File: config.mk
export PLATFORM = sky130hd
export DESIGN_NAME = osd_i2c_write_decoder
export DESIGN_NICKNAME = d
export VERILOG_FILES = /design/src/design/glitch_filter.v /design/src/design/byte_shifter.v /design/src/design/osd_i2c_write_decoder.v
export VERILOG_INCLUDE_DIRS = /design/src /design/src/design
export SDC_FILE = /design/constraint.sdc
export NUM_CORES = 1
export LEC_CHECK = 0
export BUFFER_PORTS_ARGS = -buffer_cell sky130_fd_sc_hd__buf_2
export CORE_MARGIN = 5
export CORE_UTILIZATION = 45
export CTS_BUF_LIST = sky130_fd_sc_hd__clkbuf_16
export DETAILED_ROUTE_END_ITERATION = 8
export GPL_ROUTABILITY_DRIVEN = 0
export HOLD_SLACK_MARGIN = 0.02
export PLACE_DENSITY = 0.72
export SETUP_SLACK_MARGIN = 0.02
export SLEW_MARGIN = 5
export SYNTH_ARGS = -nofsm -noshare
export SYNTH_HDL_FRONTEND = slang
export SYNTH_SLANG_ARGS = --single-unit
File: constraint.sdc
create_clock -name clk -period 1.7 [get_ports clk]
set_input_delay 0.34 -clock clk [delete_from_list [all_inputs] [get_ports clk]]
set_output_delay 0.34 -clock clk [all_outputs]
set_load 0.005 [all_outputs]
File: src/design/osd_i2c_consts.vh
// Constants for the two-wire write decoder of the display controller
// Functional notes
// - Transfer opens with START then address byte; device receives only, answers address 7A.
// - On address match the device pulls data low during the ninth clock.
// - Each later byte is eight bits plus acknowledge; device acknowledges every byte.
// - After address, accept any-length stream of row, column and data bytes.
// - Address byte MSB one means row address, zero means column address.
// - Column byte bit 6 one selects auto-increment format c, zero formats a/b.
// - Format a writes data to row and column sent just before it.
// - Format b keeps last row; further column and data pairs use it.
// - Format c takes start once, all later bytes are data, location increments.
// - Formats may change a to b, a to c, b to a; c holds until end.
// - Row bits 6..5 pick display, attribute/control or font target with row field.
// - Font is 18 by 12 dots, two bytes per dot row, 36 columns, 6-bit column.
// - Font number equals font row address, columns 0 to 35; the font column field here accepts 0 to 63.
// - Glitches up to 100 ns on clock and data lines are not taken as edges.
// - Display enable is bit 7 of control row 15 column 17, resets to zero.
`ifndef OSD_I2C_CONSTS_VH
`define OSD_I2C_CONSTS_VH
// ============================================================
// Bus identity and timing
`define SLAVE_ADDR 7'h3d
`define CLK_PERIOD_NS 8
`define GLITCH_NS 100
`define GLITCH_CYCLES ((`GLITCH_NS + `CLK_PERIOD_NS - 1) / `CLK_PERIOD_NS)
// ============================================================
// Byte fields
`define BIT_IS_ROW 7
`define BIT_ROW_FONT 6
`define BIT_ROW_ATTR 5
`define BIT_COL_AUTO 6
// ============================================================
// Targets
`define TGT_DISP 2'h0
`define TGT_ATTR 2'h1
`define TGT_FONT 2'h2
// ============================================================
// Screen control
`define CTRL_ROW 4'hf
`define CTRL_COL 6'h11
`define CTRL_EN_BIT 7
`define FONT_COLS 6'h24
`endif

File: src/design/glitch_filter.v
// Two-flop synchroniser followed by a spike filter
module glitch_filter #(
   parameter CYCLES = 13
) (
   // Clock and reset
   input wire clk,
   input wire sys_rst,
   // Pin and filtered level
   input wire pin,
   output reg level
);
   reg meta;
   reg sync;
   reg [7:0] count;

   always @(posedge clk) begin
      if (sys_rst) begin
         meta <= 1'b1;
         sync <= 1'b1;
         level <= 1'b1;
         count <= 8'h00;
      end else begin
         meta <= pin;
         sync <= meta;
         // Level only moves after the input has differed for longer than a spike
         if (sync == level) begin
            count <= 8'h00;
         end else if (count == CYCLES[7:0]) begin
            level <= sync;
            count <= 8'h00;
         end else begin
            count <= count + 8'h01;
         end
      end
   end
endmodule

File: src/design/byte_shifter.v
// Shifts bits in on rising bus clock and counts bit position
module byte_shifter (
   // Clock and reset
   input wire clk,
   input wire sys_rst,
   // Control
   input wire clear,
   input wire rise,
   input wire fall,
   input wire sda,
   // Results
   output reg [7:0] data,
   output reg [3:0] bitnum,
   output reg byte_done
);
   always @(posedge clk) begin
      if (sys_rst || clear) begin
         data <= 8'h00;
         // Fall that follows START wraps this to bit 0
         bitnum <= 4'h8;
         byte_done <= 1'b0;
      end else begin
         byte_done <= 1'b0;
         if (rise && bitnum < 4'h8) begin
            data <= {data[6:0], sda};
            if (bitnum == 4'h7) begin
               byte_done <= 1'b1;
            end
         end
         // Count on falling edge so bit 8 spans the acknowledge clock
         if (fall) begin
            bitnum <= (bitnum == 4'h8) ? 4'h0 : bitnum + 4'h1;
         end
      end
   end
endmodule

File: src/design/osd_i2c_write_decoder.v
// Receive-only two-wire port decoding row, column and data writes
`include "osd_i2c_consts.vh"
module osd_i2c_write_decoder #(
   parameter GLITCH_CYCLES = `GLITCH_CYCLES
) (
   // Clock and reset
   input wire clk,
   input wire sys_rst,
   // Bus pins
   input wire scl_in,
   input wire sda_in,
   output reg sda_out,
   output reg sda_oe,
   // Decoded write
   output reg wr_stb,
   output reg [1:0] wr_target,
   output reg [3:0] wr_row,
   output reg [5:0] wr_col,
   output reg [7:0] wr_data,
   // Screen control
   output reg display_enable_bit,
   output reg busy
);
   // ============================================================
   // States
   localparam ST_IDLE = 4'b0001;
   localparam ST_ADDR = 4'b0010;
   localparam ST_RECV = 4'b0100;
   localparam ST_IGN = 4'b1000;

   // Decoder phases within a transfer
   localparam PH_ROW = 3'b001;
   localparam PH_COL = 3'b010;
   localparam PH_DATA = 3'b100;

   wire scl;
   wire sda;
   reg scl_d;
   reg sda_d;
   reg [3:0] state;
   reg [2:0] phase;
   reg auto_mode;
   reg [1:0] target;
   reg [3:0] row;
   reg [5:0] col;
   reg ack_pending;
   wire [7:0] rx;
   wire [3:0] bitnum;
   wire byte_done;
   wire rise;
   wire fall;
   wire start_cond;
   wire stop_cond;

   function [1:0] row_target;
      input [7:0] b;
      begin
         if (b[`BIT_ROW_FONT]) begin
            row_target = `TGT_FONT;
         end else if (b[`BIT_ROW_ATTR]) begin
            row_target = `TGT_ATTR;
         end else begin
            row_target = `TGT_DISP;
         end
      end
   endfunction

   function [3:0] row_field;
      input [7:0] b;
      begin
         // Fonts carry a three-bit row, registers four bits
         row_field = b[`BIT_ROW_FONT] ? {1'b0, b[2:0]} : b[3:0];
      end
   endfunction

   function [5:0] col_field;
      input [7:0] b;
      input [1:0] t;
      begin
         col_field = (t == `TGT_FONT) ? b[5:0] : {1'b0, b[4:0]};
      end
   endfunction

   // ============================================================
   // Input conditioning
   glitch_filter #(.CYCLES(GLITCH_CYCLES)) u_scl_filt (
      .clk(clk),
      .sys_rst(sys_rst),
      .pin(scl_in),
      .level(scl)
   );
   glitch_filter #(.CYCLES(GLITCH_CYCLES)) u_sda_filt (
      .clk(clk),
      .sys_rst(sys_rst),
      .pin(sda_in),
      .level(sda)
   );

   always @(posedge clk) begin
      if (sys_rst) begin
         scl_d <= 1'b1;
         sda_d <= 1'b1;
      end else begin
         scl_d <= scl;
         sda_d <= sda;
      end
   end

   assign rise = scl && !scl_d;
   assign fall = !scl && scl_d;
   assign start_cond = scl && scl_d && sda_d && !sda;
   assign stop_cond = scl && scl_d && !sda_d && sda;

   byte_shifter u_shift (
      .clk(clk),
      .sys_rst(sys_rst),
      .clear(start_cond || stop_cond),
      .rise(rise),
      .fall(fall),
      .sda(sda),
      .data(rx),
      .bitnum(bitnum),
      .byte_done(byte_done)
   );

   // ============================================================
   // Bus state and acknowledge
   always @(posedge clk) begin
      if (sys_rst) begin
         state <= ST_IDLE;
         ack_pending <= 1'b0;
         sda_out <= 1'b0;
         sda_oe <= 1'b0;
         busy <= 1'b0;
      end else begin
         sda_out <= 1'b0;
         busy <= (state != ST_IDLE);
         if (start_cond) begin
            state <= ST_ADDR;
            ack_pending <= 1'b0;
            sda_oe <= 1'b0;
         end else if (stop_cond) begin
            state <= ST_IDLE;
            ack_pending <= 1'b0;
            sda_oe <= 1'b0;
         end else begin
            if (byte_done) begin
               case (state)
                  ST_ADDR: begin
                     // Read requests are not answered: receiver only
                     if (rx[7:1] == `SLAVE_ADDR && !rx[0]) begin
                        state <= ST_RECV;
                        ack_pending <= 1'b1;
                     end else begin
                        state <= ST_IGN;
                     end
                  end
                  ST_RECV: ack_pending <= 1'b1;
                  ST_IDLE: state <= ST_IDLE;
                  ST_IGN: state <= ST_IGN;
                  default: state <= ST_IDLE;
               endcase
            end
            // Drive low from the fall before the ninth clock to the fall after it
            if (fall && ack_pending && bitnum == 4'h7) begin
               sda_oe <= 1'b1;
               ack_pending <= 1'b0;
            end else if (fall && bitnum == 4'h8) begin
               sda_oe <= 1'b0;
            end
         end
      end
   end

   // ============================================================
   // Stream decoding
   always @(posedge clk) begin
      if (sys_rst) begin
         phase <= PH_ROW;
         auto_mode <= 1'b0;
         target <= `TGT_DISP;
         row <= 4'h0;
         col <= 6'h00;
         wr_stb <= 1'b0;
         wr_target <= `TGT_DISP;
         wr_row <= 4'h0;
         wr_col <= 6'h00;
         wr_data <= 8'h00;
         display_enable_bit <= 1'b0;
      end else begin
         wr_stb <= 1'b0;
         if (start_cond || stop_cond) begin
            phase <= PH_ROW;
            auto_mode <= 1'b0;
            target <= `TGT_DISP;
            row <= 4'h0;
            col <= 6'h00;
         end else if (byte_done && state == ST_RECV) begin
            if (auto_mode) begin
               // Once auto mode is entered every byte is data
               wr_stb <= 1'b1;
               wr_target <= target;
               wr_row <= row;
               wr_col <= col;
               wr_data <= rx;
               // Register targets wrap inside their five-bit column field
               col <= (target == `TGT_FONT) ? col + 6'h01 : {1'b0, col[4:0] + 5'h01};
               if (target == `TGT_ATTR && row == `CTRL_ROW && col == `CTRL_COL) begin
                  display_enable_bit <= rx[`CTRL_EN_BIT];
               end
            end else if (phase == PH_DATA) begin
               wr_stb <= 1'b1;
               wr_target <= target;
               wr_row <= row;
               wr_col <= col;
               wr_data <= rx;
               // Row stays for format b, next byte is row or column again
               phase <= PH_COL;
               if (target == `TGT_ATTR && row == `CTRL_ROW && col == `CTRL_COL) begin
                  display_enable_bit <= rx[`CTRL_EN_BIT];
               end
            end else if (rx[`BIT_IS_ROW]) begin
               target <= row_target(rx);
               row <= row_field(rx);
               phase <= PH_COL;
            end else begin
               // Column before any row uses row 0 of the display
               col <= col_field(rx, target);
               auto_mode <= rx[`BIT_COL_AUTO];
               phase <= PH_DATA;
            end
         end
      end
   end
endmodule

==> metrics.md, run 1 <==
| Metric | Value |
|---|---|
| Status | `finished, final reports clean` |
| Ant. Diodes | `0` |
| Max Clk Rate | `626 MHz` |
| Top cell type by total area after synthesis | `dfxtp_1` |
| Crit-path max FO | `26` |
| Global-route usage over all layers | `16.4%` |
| Setup Fix Bufs, Post-CTS | `0` |
| Final Hold Viols | `0` |
| Multi-input gate area | `1790 um2` |
| CTS tree | `built` |
| First-pass GRT wire length | `13,300 um` |
| Share of cells above drive strength 1 | `18.5%` |
| GRT overflow | `0` |
| # nets final | `445` |
| Most common cell after layout, fill and taps aside | `dfxtp_1` |
| Row count | `32` |
| Routed vias | `2,979` |
| Worst EP arrival | `1840 ps` |
| Vias per cell | `5.52` |
| Worst hold path class | `input port to register` |
| Startpoint Class | `register` |
| Die Span X | `99.4 um` |
| Minimum clock period | `1600 ps` |
| Post-DP Area | `3870 um2` |
| Max IR drop VDD | `0.558 mV` |
| Switching part of the total | `19.0%` |
| Longest Clk Path Bufs | `2` |
| Final setup fails | `0` |
| Sequential share of power | `46.5%` |
| Clock transition at the registers of the reported paths | `60 ps` |
| H-tree levels | `3` |
| Clock Sinks | `82` |
| Clk_lat worst skew | `340 ps` |
| Post-DP HPWL | `5440 um` |
| Post-Syn Nets | `412` |
| Fin area | `4210 um2` |
| DRT iter0 DRCs | `156` |
| Drt wl/cell | `14.7 um` |
| CP Class | `register to register` |
| FF/Latch Area | `1640 um2` |
| Fin. max-slew vios | `0` |
| Ys flop type | `dfxtp_1` |
| Starting density of the core | `46.3%` |
| Reported max-cap violation count | `0` |
| Int Power | `3.36 mW` |
| Vias in the first global route | `2,762` |
| Clock network power share | `52.3%` |
| RSZ-0062 raised after global routing | `yes` |
| Post-synthesis register bit count | `82` |
| Synth cell types | `61` |
| Largest net degree at the start of global routing | `27` |
| Power per cell area | `986 nW/um2` |
| Total design power | `4.15 mW` |
| Most frequent cells in the layout | `dfxtp_1 (82), a21oi_1 (42), nor2_1 (37), nand3_1 (36), buf_2 (27)` |
| DR DRC count | `0` |
| Crit path largest cell delay | `390 ps` |
| Total Wirelength | `7950 um` |
| Fill cells | `727` |
| Seq/Total Area, Yosys | `45.6%` |
| CTS Buf Count | `9` |
| Root Driver | `clkbuf_16` |
| Sum Neg Setup Slack | `0 ps` |
| Core footprint | `7770 um2` |
| Req. time, crit path | `1940 ps` |
| Detail Route Antenna Nets | `0` |
| I/O Pins | `29` |
| Top cells by area, synth | `dfxtp_1 (46%), a21oi_1 (5.8%), nand3_1 (5.0%)` |
| Area growth, synth to finish | `17.0%` |
| Worst Skew | `6.15 ps` |
| Worst path cell trace | `nor3b_4, and2_4, nand2_2, o41ai_2` |
| Port bufs | `27` |
| 1st-pass router iterations | `4` |
| Die span in y | `99.4 um` |
| CP endpoint kind | `register` |
| Worst path slowest cell | `and2_4` |
| Die area | `9890 um2` |
| Combinational group share of total power | `1.2%` |
| Cell count after synthesis | `400` |
| Post-synth EDFFs | `0` |
| Top-area cell type share of the netlist area | `45.6%` |
| Initial antenna violation count | `0` |
| Net Sw Power | `790 uW` |
| Synth warn | `0` |
| Avg Inst Size Synth | `9.00 um2` |
| Ys async rst share | `0%` |
| Final period util | `94.0%` |
| Leakage | `1.61 nW` |
| Post-synthesis instance area | `3600 um2` |
==> state kept, by name, indices dropped and copies added, names as in the netlist, 2 cells and up <==
name and count:
u_scl_filt.count 8, u_sda_filt.count 8, u_shift.data 8, wr_data 8
col 6, wr_col 6, row 4, state 4
u_shift.bitnum 4, wr_row 4, phase 3, target 2
wr_target 2
==> routing by layer <==
layer	global-route usage (%)	vias up	routed length [um]
met1	22.7	1395	3750
met4	6.30	0	130
li1	-	1490	-
met3	3.72	12	434
met2	24.9	82	3630
met5	0	-	0
==> power groups by stage <==
stage | clock network, mW | registers [mW] | logic (mW)
after floorplan | 0 | 1.97 | 0.0340
after global placement | 0 | 1.97 | 0.0479
after detailed placement | 0 | 1.97 | 0.0487
after CTS | 2.20 | 1.93 | 0.0488
after global routing | 2.29 | 1.93 | 0.0539
final | 2.17 | 1.93 | 0.0482
==> Yosys cell counts (8+ instances only) <==
library cell  instances
dfxtp_1              82
a21oi_1              42
nor2_1               37
nand3_1              36
o21ai_0              23
nand2_1              19
o21ai_1              14
xor2_1               11
inv_1                10
mux2i_1              10
buf_2                 9
ha_1                  8
or2_2                 8
==> repair_timing <==
action,in CTS,in global routing
hold buffers,0,0
resized for setup,0,1
endpoints found under the setup margin,0,6
==> cell families (layout without fill, tap and decap cells) <==
family                     after synthesis  in the layout  synth area share [%]
and+or+nand+nor                        145            145                  21.8
AOI/OAI and AO/OA                      105            105                  17.8
DFF                                     82             82                  45.6
buffers and inverters                   33             71                  4.69
xor gates and xnor gates                16             16                  4.41
muxes                                   10             10                  2.78
adders and majority gates                8              8                  2.78
other                                    1              1                 0.104
==> path summary, 6_finish.rpt <==
path / start / end / slack [ps] / cells after the start
min: sda_in / u_sda_filt.meta$_SDFF_PP1_ / 180 / 2
min reg2reg: u_scl_filt.meta$_SDFF_PP1_ / u_scl_filt.sync$_SDFF_PP1_ / 410 / 1
max: state[3]$_SDFFE_PP0P_ / display_enable_bit$_SDFFE_PP0P_ / 100 / 4
max reg2reg: state[3]$_SDFFE_PP0P_ / display_enable_bit$_SDFFE_PP0P_ / 100 / 4
==> per-stage QoR <==
step,hold WS (ps),std cells,util [%],setup slack (ps)
6_report,182,540,54.2,102
5_1_grt,186,540,54.2,-6.80
4_1_cts,184,540,54.2,97.8
3_5_place_dp,396,524,49.9,110
3_3_place_gp,397,524,49.9,185
2_1_floorplan,389,400,-,335
==> area by class of cell <==
class	count	share of cell area [%]
multi-input cells	285	42.6
flip-flops and latches	82	39.0
repair buffers	44	6.54
clock buffers	9	5.35
well taps	102	3.03
clock inverters	7	2.56
inverters	11	0.981
==> worst max-delay path, delay by kind of cell (launching register included) <==
kind | cells | cell delay [ps]
AO/OA/AOI/OAI | 1 | 280
flip-flops | 1 | 370
AND/OR/NAND/NOR | 3 | 850
Power figures use the tool's default switching activity.
==> run 2: changes to the inputs <==
--- a/config.mk
+++ b/config.mk
@@ -7,13 +7,12 @@
 export NUM_CORES = 1
 export LEC_CHECK = 0
 export BUFFER_PORTS_ARGS = -buffer_cell sky130_fd_sc_hd__buf_2
-export CORE_MARGIN = 5
-export CORE_UTILIZATION = 45
+export CORE_UTILIZATION = 54
 export CTS_BUF_LIST = sky130_fd_sc_hd__clkbuf_16
 export DETAILED_ROUTE_END_ITERATION = 8
 export GPL_ROUTABILITY_DRIVEN = 0
 export HOLD_SLACK_MARGIN = 0.02
-export PLACE_DENSITY = 0.72
+export PLACE_DENSITY = 0.82
 export SETUP_SLACK_MARGIN = 0.02
 export SLEW_MARGIN = 5
 export SYNTH_ARGS = -nofsm -noshare
==> metrics.md, run 2 (same netlist as run 1, synthesis figures left out) <==
| Metric | Value |
|---|---|
| Power per cell area | `897 nW/um2` |
| Worst hold path class | `input port to register` |
| Clock transition at the registers of the reported paths | `60 ps` |
| Sum Neg Setup Slack | `0 ps` |
| Worst setup path start | `state[3]$_SDFFE_PP0P_` |
| Final setup fails | `0` |
| Total design power | `3.68 mW` |
| Post-DP Area | `3830 um2` |
| Routed vias | `3,077` |
| Minimum clock period | `1590 ps` |
| Ant. Diodes | `0` |
| Port bufs | `27` |
| Layout Cells excl Fill | `514` |
| Total Wirelength | `7750 um` |
| # nets final | `445` |
| H-tree levels | `3` |
| WHS Endpoint | `u_scl_filt.meta$_SDFF_PP1_` |
| Worst EP arrival | `1800 ps` |
| Most common cell after layout, fill and taps aside | `dfxtp_1` |
| GRT overflow | `0` |
| Fill cells | `520` |
| CP endpoint kind | `register` |
| # placed instances | `497` |
| RSZ-0062 raised after global routing | `no` |
| Root Driver | `clkbuf_16` |
| Post-CTS Hold Fix Bufs | `0` |
| Reported max-cap violation count | `0` |
| CTS Buf Count | `9` |
| Status | `finished, final reports clean` |
| Post-DP HPWL | `5190 um` |
| Core footprint | `6390 um2` |
| Largest net degree at the start of global routing | `31` |
| Hold path start | `scl_in` |
| Global-route usage over all layers | `22.8%` |
| Share of cells above drive strength 1 | `18.1%` |
| Clk_lat worst skew | `330 ps` |
| Area growth, synth to finish | `14.1%` |
| Die area | `7000 um2` |
| Die span in y | `83.6 um` |
| Row count | `29` |
| CTS tree | `built` |
| First-pass GRT wire length | `12,900 um` |
| Initial antenna violation count | `0` |
| FF-to-FF Start | `state[3]$_SDFFE_PP0P_` |
| Die Span X | `83.6 um` |
| Final Hold Viols | `0` |
| Worst Skew | `3.37 ps` |
| Max Clk Rate | `629 MHz` |
| Fin area | `4110 um2` |
| Vias per cell | `5.99` |
| Drt wl/cell | `15.1 um` |
| Max IR drop VDD | `0.639 mV` |
| 1st-pass router iterations | `6` |
| Post-route core utilization | `64.3%` |
| Most frequent cells in the layout | `dfxtp_1 (82), a21oi_1 (42), nor2_1 (37), nand3_1 (36), buf_2 (27)` |
| Crit-path max FO | `8` |
| Final period util | `93.6%` |
| DRT iter0 DRCs | `207` |
| R2r setup slk | `110 ps` |
| Clock Sinks | `82` |
| Fin. max-slew vios | `0` |
| R2r endpoint | `target[0]$_SDFFE_PP0P_` |
| Hold Path Cell Cnt | `2` |
| Vias in the first global route | `2,827` |
| CP Class | `register to register` |
| Detail Route Antenna Nets | `0` |
| I/O Pins | `29` |
| Leakage | `1.56 nW` |
| DR DRC count | `0` |
| Req. time, crit path | `1900 ps` |
| Starting density of the core | `56.4%` |
| Longest Clk Path Bufs | `2` |
| Startpoint Class | `register` |
| R2R depth | `4` |
[run 2: changes by cell type in the layout (fill, tap and decap cells not counted)]
| cell | delta |
|---|---|
| nand2_1 | +1 |
| buf_4 | -1 |
| nor2b_4 | +1 |
| and2_2 | +1 |
| clkinv_2 | -1 |
| clkinvlp_4 | +3 |
| nand2_2 | -1 |
| nor2b_2 | -1 |
| bufinv_16 | -3 |
[run 2: metal layers]
metal | wire length (um) | global-route usage [%] | up-vias
li1 | - | - | 1491
met1 | 3470 | 30.0 | 1443
met2 | 3530 | 36.1 | 114
met3 | 520 | 3.96 | 29
met4 | 233 | 11.7 | 0
met5 | 0 | 0 | -
[run 2: area by class of cell]
cell class | count | area [um2] | share of cell area (%)
clock inverter | 6 | 35.0 | 0.853
timing repair buffer | 43 | 268 | 6.52
multi-input combinational | 286 | 1800 | 43.8
tap | 77 | 96.3 | 2.34
inverter | 11 | 41.3 | 1.00
sequential | 82 | 1640 | 40.0
clock buffer | 9 | 225 | 5.48
[run 2: stage by stage]
step,hold WS (ps),setup WS (ps)
final,186,109
after global routing,191,25.2
after CTS,183,111
after detailed placement,397,134
after global placement,395,213
after floorplan,389,335
[run 2: worst max-delay path by stage]
| stage | to | slack (ps) | cells past startpoint |
|---|---|---|---|
| detailed placement | display_enable_bit$_SDFFE_PP0P_ | 130 | 4 |
| finish | target[0]$_SDFFE_PP0P_ | 110 | 4 |
| floorplan | display_enable_bit$_SDFFE_PP0P_ | 330 | 4 |
| global placement | display_enable_bit$_SDFFE_PP0P_ | 210 | 4 |
| global route | col[2]$_SDFFE_PP0P_ | 30 | 5 |
| CTS | display_enable_bit$_SDFFE_PP0P_ | 110 | 4 |
[run 2: worst max-delay path, stage by stage, from the launching register on]
cell	delay [ps]
dfxtp_1	370
nor3b_4	350
nand3_1	320
o21ai_0	290
a21oi_1	120
[run 2: power breakdown]
group	total, mW	leakage (nW)	internal (mW)	switching, mW
clock network	1.71	0.118	0.966	0.741
registers	1.93	0.662	1.93	0.00363
logic	0.0465	0.776	0.0132	0.0333
total	3.68	1.56	2.91	0.778
[run 2: timing repair]
item	4_1_cts	5_1_grt
gates resized for setup	0	1
buffers inserted	0	1
setup endpoints to repair	0	1
